<file path="src/bk3_pkg.sv">
// Constants, types and field layout of the third buck regulator control bank.
package bk3_pkg;

	// ==========================================================
	// Register map
	localparam logic [7:0] ADDR_MODE_CFG  = 8'h36;
	localparam logic [7:0] ADDR_PEAK_CFG  = 8'h37;
	localparam logic [7:0] ADDR_VOUT_CODE = 8'h38;
	localparam logic [7:0] ADDR_PIN_EN    = 8'h39;
	localparam logic [7:0] ADDR_DVS_SEL   = 8'h3a;

	// ==========================================================
	// Writable bit masks and reset values
	localparam logic [7:0] MASK_MODE_CFG  = 8'h78;
	localparam logic [7:0] MASK_PEAK_CFG  = 8'h8f;
	localparam logic [7:0] MASK_VOUT_CODE = 8'h3f;
	localparam logic [7:0] MASK_PIN_EN    = 8'hff;
	localparam logic [7:0] MASK_DVS_SEL   = 8'h1f;
	localparam logic [7:0] RESET_BYTE     = 8'h00;

	// ==========================================================
	// Field positions
	localparam int BIT_DROPOUT_DIS  = 6;
	localparam int BIT_PIN_FAST     = 5;
	localparam int BIT_FORCED_PWM   = 4;
	localparam int BIT_ADAPT_DIS    = 3;
	localparam int BIT_LOOKUP_DIS   = 7;
	localparam int FAST_PIN_INDEX   = 4;
	localparam int NUM_PINS         = 8;

	// ==========================================================
	// Field codes
	localparam logic [2:0] SEQ_BY_ENABLE_FIELD = 3'h7;
	typedef enum logic [1:0] {
		BK3_EN_OFF = 2'h0,
		BK3_EN_ON  = 2'h1,
		BK3_EN_PIN = 2'h2,
		BK3_EN_RSV = 2'h3
	} bk3_en_t;
	localparam logic [4:0] DVS_OFF_CODE    = 5'h00;
	localparam logic [4:0] DVS_LAST_PAIR   = 5'h1c;
	localparam logic [4:0] DVS_SERIAL_CODE = 5'h1d;

	// ==========================================================
	// Analog scales in mA and mV
	localparam logic [8:0]  PEAK_STEP_MA = 9'h019;
	localparam logic [12:0] VOUT_BASE_MV = 13'h0226;
	localparam logic [12:0] VOUT_STEP_MV = 13'h0032;

	// ==========================================================
	// Carriers
	typedef struct packed {
		logic       wr;
		logic       rd;
		logic [7:0] addr;
		logic [7:0] wdata;
	} bk3_reg_req_t;

	typedef struct packed {
		logic       ldo_enable;
		logic       fast_mode;
		logic       forced_pwm;
		logic       adaptive_current;
		logic       current_from_field;
		logic [8:0] peak_current_ma;
		logic [12:0] vout_mv;
	} bk3_mode_t;

	typedef struct packed {
		logic       enable_valid;
		logic       regulator_enable;
		logic       dvs_pin_mode;
		logic       dvs_serial_mode;
		logic [1:0] dvs_setting;
	} bk3_ctl_t;

endpackage

</file>
<file path="src/bk3_pin_sync.sv">
// Two-stage synchroniser for the multipurpose control pins.
module bk3_pin_sync (
	input  wire logic                       clk,
	input  wire logic                       reset,
	input  wire logic [bk3_pkg::NUM_PINS-1:0] pin_async,
	output logic      [bk3_pkg::NUM_PINS-1:0] pin_sync
);
	import bk3_pkg::*;

	// ==========================================================
	// Per pin synchroniser
	// The first stage feeds only the second stage, so nothing downstream sees a metastable level.
	genvar i;
	generate
		for (i = 0; i < NUM_PINS; i++)
		begin : g_sync
			logic meta_reg;
			always_ff @(posedge clk or posedge reset)
			begin
				if (reset)
				begin
					meta_reg    <= 1'b0;
					pin_sync[i] <= 1'b0;
				end
				else
				begin
					meta_reg    <= pin_async[i];
					pin_sync[i] <= meta_reg;
				end
			end
		end
	endgenerate

endmodule

</file>
<file path="src/bk3_regs.sv">
// Register bank and control decode of the third buck regulator.
module bk3_regs (
	input  wire logic                       clk,
	input  wire logic                       reset,
	input  wire bk3_pkg::bk3_reg_req_t      reg_req,
	output logic      [7:0]                 reg_rdata,
	output logic                            reg_rd_valid,
	input  wire logic [bk3_pkg::NUM_PINS-1:0] mpc_pins,
	input  wire logic [2:0]                 sequence_field,
	input  wire logic [1:0]                 enable_field,
	output bk3_pkg::bk3_mode_t              mode_out,
	output bk3_pkg::bk3_ctl_t               ctl_out
);
	import bk3_pkg::*;

	// ==========================================================
	// Storage
	logic [7:0] mode_cfg_reg;
	logic [7:0] peak_cfg_reg;
	logic [7:0] vout_code_reg;
	logic [7:0] pin_en_reg;
	logic [7:0] dvs_sel_reg;
	logic [NUM_PINS-1:0] pins_s;

	bk3_pin_sync u_sync (
		.clk       (clk),
		.reset     (reset),
		.pin_async (mpc_pins),
		.pin_sync  (pins_s)
	);

	// ==========================================================
	// Address decode
	wire hit_mode = reg_req.addr == ADDR_MODE_CFG;
	wire hit_peak = reg_req.addr == ADDR_PEAK_CFG;
	wire hit_vout = reg_req.addr == ADDR_VOUT_CODE;
	wire hit_pin  = reg_req.addr == ADDR_PIN_EN;
	wire hit_dvs  = reg_req.addr == ADDR_DVS_SEL;

	logic [7:0] rd_mux;
	always_comb
	begin
		if (hit_mode)
			rd_mux = mode_cfg_reg;
		else if (hit_peak)
			rd_mux = peak_cfg_reg;
		else if (hit_vout)
			rd_mux = vout_code_reg;
		else if (hit_pin)
			rd_mux = pin_en_reg;
		else if (hit_dvs)
			rd_mux = dvs_sel_reg;
		else
			rd_mux = RESET_BYTE;
	end

	// Unassigned positions are masked on write, so they always read back as zero.
	wire [7:0] wmask_data = reg_req.wdata;

	always_ff @(posedge clk or posedge reset)
	begin
		if (reset)
		begin
			mode_cfg_reg  <= RESET_BYTE;
			peak_cfg_reg  <= RESET_BYTE;
			vout_code_reg <= RESET_BYTE;
			pin_en_reg    <= RESET_BYTE;
			dvs_sel_reg   <= RESET_BYTE;
			reg_rdata     <= RESET_BYTE;
			reg_rd_valid  <= 1'b0;
		end
		else
		begin
			if (reg_req.wr && hit_mode)
				mode_cfg_reg <= wmask_data & MASK_MODE_CFG;
			if (reg_req.wr && hit_peak)
				peak_cfg_reg <= wmask_data & MASK_PEAK_CFG;
			if (reg_req.wr && hit_vout)
				vout_code_reg <= wmask_data & MASK_VOUT_CODE;
			if (reg_req.wr && hit_pin)
				pin_en_reg <= wmask_data & MASK_PIN_EN;
			if (reg_req.wr && hit_dvs)
				dvs_sel_reg <= wmask_data & MASK_DVS_SEL;
			reg_rdata    <= reg_req.rd ? rd_mux : RESET_BYTE;
			reg_rd_valid <= reg_req.rd;
		end
	end

	// ==========================================================
	// Regulator mode decode
	wire       lookup_dis = peak_cfg_reg[BIT_LOOKUP_DIS];
	wire [3:0] peak_code  = peak_cfg_reg[3:0];
	wire [5:0] vout_code  = vout_code_reg[5:0];
	wire       field_used = lookup_dis | mode_cfg_reg[BIT_ADAPT_DIS];

	bk3_mode_t mode_next;
	assign mode_next.ldo_enable         = ~mode_cfg_reg[BIT_DROPOUT_DIS];
	assign mode_next.fast_mode          = mode_cfg_reg[BIT_PIN_FAST] & pins_s[FAST_PIN_INDEX];
	assign mode_next.forced_pwm         = mode_cfg_reg[BIT_FORCED_PWM];
	assign mode_next.adaptive_current   = ~mode_cfg_reg[BIT_ADAPT_DIS];
	// Only the lookup-disable bit hands the current limit to the field; adaptive disable alone does not.
	assign mode_next.current_from_field = lookup_dis;
	// The field is reported as zero unless the lookup-disable or the adaptive-disable bit is set.
	assign mode_next.peak_current_ma    = field_used ? 9'({5'h00, peak_code} * PEAK_STEP_MA) : 9'h000;
	assign mode_next.vout_mv            = 13'(VOUT_BASE_MV + 13'({7'h00, vout_code} * VOUT_STEP_MV));

	// ==========================================================
	// Enable and scaling decode
	wire       seq_ok   = sequence_field == SEQ_BY_ENABLE_FIELD;
	wire       pin_or   = |(pin_en_reg & pins_s);
	wire [4:0] dvs_code = dvs_sel_reg[4:0];

	logic       en_next;
	logic [2:0] pair_lo;
	logic [2:0] pair_hi;
	always_comb
	begin
		case (bk3_en_t'(enable_field))
			BK3_EN_ON:  en_next = 1'b1;
			BK3_EN_PIN: en_next = pin_or;
			default:    en_next = 1'b0;
		endcase
	end

	// Walks the pairs in ascending order; a code outside the pair range leaves pin pair (0,0).
	always_comb
	begin
		logic [4:0] idx;
		idx     = 5'h00;
		pair_lo = 3'h0;
		pair_hi = 3'h0;
		for (int a = 0; a < NUM_PINS; a++)
			for (int b = a + 1; b < NUM_PINS; b++)
			begin
				idx = 5'(idx + 5'h01);
				if (idx == dvs_code)
				begin
					pair_lo = 3'(a);
					pair_hi = 3'(b);
				end
			end
	end

	wire pair_mode = dvs_code != DVS_OFF_CODE && dvs_code <= DVS_LAST_PAIR;

	bk3_ctl_t ctl_next;
	assign ctl_next.enable_valid     = seq_ok;
	assign ctl_next.regulator_enable = seq_ok & en_next;
	assign ctl_next.dvs_pin_mode     = pair_mode;
	assign ctl_next.dvs_serial_mode  = dvs_code == DVS_SERIAL_CODE;
	assign ctl_next.dvs_setting      = pair_mode ? {pins_s[pair_hi], pins_s[pair_lo]} : 2'h0;

	always_ff @(posedge clk or posedge reset)
	begin
		if (reset)
		begin
			mode_out <= '0;
			ctl_out  <= '0;
		end
		else
		begin
			mode_out <= mode_next;
			ctl_out  <= ctl_next;
		end
	end
endmodule

</file>
<file path="config.mk">
export PLATFORM = sky130hd
export DESIGN_NAME = bk3_regs
export DESIGN_NICKNAME = d
export VERILOG_FILES = /design/src/bk3_pkg.sv /design/src/bk3_pin_sync.sv /design/src/bk3_regs.sv
export SDC_FILE = /design/constraint.sdc
export NUM_CORES = 1
export LEC_CHECK = 0
export ABC_CLOCK_PERIOD_IN_PS = 7200
export BUFFER_PORTS_ARGS = -buffer_cell sky130_fd_sc_hd__buf_2
export CAP_MARGIN = 20
export CORE_MARGIN = 4
export CORE_UTILIZATION = 40
export CTS_BUF_LIST = sky130_fd_sc_hd__clkbuf_16
export CTS_CLUSTER_SIZE = 20
export DETAILED_ROUTE_END_ITERATION = 10
export PLACE_DENSITY = 0.59
export SLEW_MARGIN = 20
export SYNTH_ARGS = -nofsm -noshare
export SYNTH_HDL_FRONTEND = slang
export SYNTH_SLANG_ARGS = --single-unit
</file>
<file path="constraint.sdc">
create_clock -name clk -period 7.2 [get_ports clk]
set_input_delay 1.08 -clock clk [delete_from_list [all_inputs] [get_ports clk]]
set_output_delay 1.08 -clock clk [all_outputs]
set_load 0.1 [all_outputs]
</file>
==> results_dict.tcl <==
set metrics [dict create \
    status "completed" \
    syn-cell-area_um2 4480 \
    top_register "mode_out" \
    final_max_slew_viol_count 0 \
    criticalPathCategory "register to register" \
    fin_skew_ns 0.00416 \
    worstPathArrival_ns 3.30 \
    dpl.hpwl_mm 6.95 \
    cts_tree "yes" \
    dr_wl_met2_mm 4.41 \
    met3_length_um 515 \
    clkPwrFrac_pct 34.4 \
    hold_buffers 0 \
    hp-class "register to register" \
    tns_ns 0 \
    drtIter0Drc 128 \
    clk_latency_ns 0.33 \
    cts_repair_resize_count 0 \
    ys_async_sr_fraction_pct 100 \
    die_y_um 114 \
    relSlewSlack_pct 41.6 \
    layout_min_cycle_time_ns 3.04 \
    drive_gt1_share_pct 28.1 \
    grt_max_degree 71 \
    start_util_pct 41.1 \
    timing.final.setup_violations 0 \
    irDropWorstVdd_mv 0.106 \
    fmax_mhz 328 \
    yosys_most_used_dff "dfrtp_1" \
    num_rows 38 \
    first_pass_iters 4 \
    antenna_cells 0 \
    path_max_fanout 5 \
    htree_levels 3 \
    n_fill_cell 1016 \
    cts_root_buf "clkbuf_16" \
    die_w_um 114 \
    largest_reg_flops 26 \
    cts_made_buffers 9 \
    ant_nets 0 \
    cts.path.max_buffers 2 \
    postCtsSetupBuffers 0 \
    gp_congestion 0.827 \
    endpoint_kind "register" \
    p_per_area_nw_per_um2 227 \
    overflow 0 \
    seqPwrFrac_pct 44.9 \
    io_buffers 73 \
    grt_pass1_wl_mm 15.6 \
    wl_per_cell_um 15.6 \
    drt-met1-wl_mm 4.50 \
    yosys_warnings 0 \
    p_sw_share_pct 33.0 \
    finalWirelength_mm 9.54 \
    rsz0062_at_grt "no" \
    synth_cells 399 \
    reg2reg_slack_ns 4.16 \
    clock_sinks 85 \
    fin_ws_ns 4.16 \
    dieArea_um2 13000 \
    final_area_um2 5180 \
    drc 0 \
    core_um2 10900 \
    area_growth_pct 15.7 \
    fin_crit_sh_pct 42.3 \
    dp_slack_ns 4.15 \
    tightest_slew_ns 0.875 \
    post-route-util_pct 47.6 \
    avgSynthCellArea_um2 11.2 \
    worstPathRequired_ns 7.46 \
    cp-start-kind "register" \
    viasPerCell 5.11 \
    synth.distinct_cells 63 \
    hold_end "u_sync.pin_sync[6]$_DFF_PP0_" \
    antenna_found_initial 0 \
    power.total_uw 1180 \
    p_leak_uw 0.00268 \
    r2r_end "mode_out[11]$_DFF_PP0_" \
    p_int_uw 790 \
    grt_pass1_vias 3133 \
    hold_viol_final 0 \
    ff2ff_path_depth 13 \
    synth_edf_count 0 \
    synth_fp_nets 469 \
    drv.max_cap_violation_count 0 \
    dr.max_layer_used "met4" \
    nNetsFinal 537 \
    r2r_start "vout_code_reg[1]$_DFFE_PP0P_" \
    synth-seq-area-share_pct 47.5 \
    whs_path_depth 0 \
    switching_power_uw 388 \
    place_area_um2 4930 \
    track_usage_pct 15.3 \
    comb_power_share_pct 20.7 \
    ios 75 \
    ys_seq_elements 85 \
    vias 3115 \
    clk_pin_slew_ns 0.06 \
    min-delay-start "u_sync.g_sync[6].meta_reg$_DFF_PP0_" \
]
[layout by cell type (no fill, tap or decap), types with 13 or more instances in the layout]
| cell | synthesis | routed |
|---|---|---|
| dfrtp_1 | 85 | 85 |
| buf_2 | 11 | 73 |
| ha_1 | 35 | 35 |
| inv_1 | 28 | 27 |
| mux2_2 | 22 | 22 |
| nor2_1 | 21 | 21 |
| nand2_1 | 20 | 20 |
| o21ai_0 | 18 | 18 |
| a21oi_1 | 13 | 13 |
| xor2_1 | 13 | 13 |
[logic make-up (layout without fill, tap and decap cells)]
family          after synthesis  count (layout)  share of synthesized area, %
other cells                   1               1                        0.0837
compound gates               75              75                          11.1
xor+xnor                     18              18                          3.52
buf+inv                      45             116                          4.58
simple gates                105             105                          14.0
fa+ha+maj                    38              38                          10.9
flops                        85              85                          47.5
mux                          32              32                          8.32
[metal layers]
metal / vias to the layer above / track usage (%)
met5: - / 0
met1: 1500 / 21.4
met3: 10 / 4.08
met2: 68 / 23.5
met4: 0 / 4.43
li1: 1537 / -
[through the flow]
| stage | hold WS, ns | instances |
|---|---|---|
| after floorplan | 0.331 | 399 |
| after global placement | 0.332 | 596 |
| after detailed placement | 0.335 | 596 |
| after CTS | 0.346 | 610 |
| after global routing | 0.359 | 610 |
| final | 0.345 | 610 |
[Yosys cell counts, types with 2 or more instances]
cell type	count	area (um^2)
buf_2	11	55.1
nand3b_1	2	15.0
and3_1	7	43.8
mux2_2	22	248
nor3b_1	5	37.5
nor2b_1	12	75.1
fa_1	2	40.0
mux2i_1	5	50.1
dfrtp_1	85	2130
inv_1	28	105
nor2_1	21	78.8
xnor2_1	5	43.8
a22oi_1	7	52.6
o21ai_0	18	90.1
or2_2	3	18.8
and2_1	2	12.5
a21oi_1	13	65.1
a31oi_1	6	37.5
nor3_1	7	35.0
a32oi_1	2	17.5
nor4_1	3	18.8
nand2_1	20	75.1
o22ai_1	5	31.3
xor2_1	13	114
mux2_4	5	75.1
ha_1	35	438
a32o_1	2	20.0
buf_4	4	30.0
a21boi_0	5	37.5
nor3_4	2	32.5
nand2b_1	2	12.5
nand4_1	3	18.8
nand3_1	3	15.0
a21o_1	5	37.5
[worst max-delay path: stages, from the launching register on]
cell      delay, ns
dfrtp_1        0.41
inv_1          0.08
ha_1           0.28
inv_1          0.04
ha_1           0.28
ha_1           0.30
inv_1          0.06
fa_1           0.44
and2b_1        0.21
o21ai_1        0.08
a21boi_2       0.21
nor4_1         0.08
a311oi_2       0.32
xor2_1         0.18
[worst max path at each step]
stage | to | cells after the start | startpoint
floorplan | ctl_out[0]$_DFF_PP0_ | 1 | reset
global placement | mode_out[11]$_DFF_PP0_ | 12 | vout_code_reg[2]$_DFFE_PP0P_
detailed placement | mode_out[11]$_DFF_PP0_ | 12 | vout_code_reg[2]$_DFFE_PP0P_
CTS | mode_out[11]$_DFF_PP0_ | 13 | vout_code_reg[1]$_DFFE_PP0P_
global route | mode_out[11]$_DFF_PP0_ | 13 | vout_code_reg[1]$_DFFE_PP0P_
finish | mode_out[11]$_DFF_PP0_ | 13 | vout_code_reg[1]$_DFFE_PP0P_
[power by group through the flow]
stage / registers (uW) / clock network, uW / logic (uW)
final: 529 / 406 / 244
after CTS: 529 / 417 / 246
after global routing: 533 / 438 / 261
after global placement: 537 / 0 / 242
after floorplan: 644 / 0 / 86.9
after detailed placement: 538 / 0 / 245
[area by class of cell]
class | count | area [um^2] | area share, %
clock buffer | 9 | 225 | 4.34
sequential | 85 | 2130 | 41.0
timing repair buffer | 74 | 373 | 7.19
inverter | 28 | 106 | 2.05
tap | 140 | 175 | 3.38
clock inverter | 5 | 30.0 | 0.579
multi-input combinational | 269 | 2150 | 41.4
Note: power is estimated with default switching activity, not from simulation.
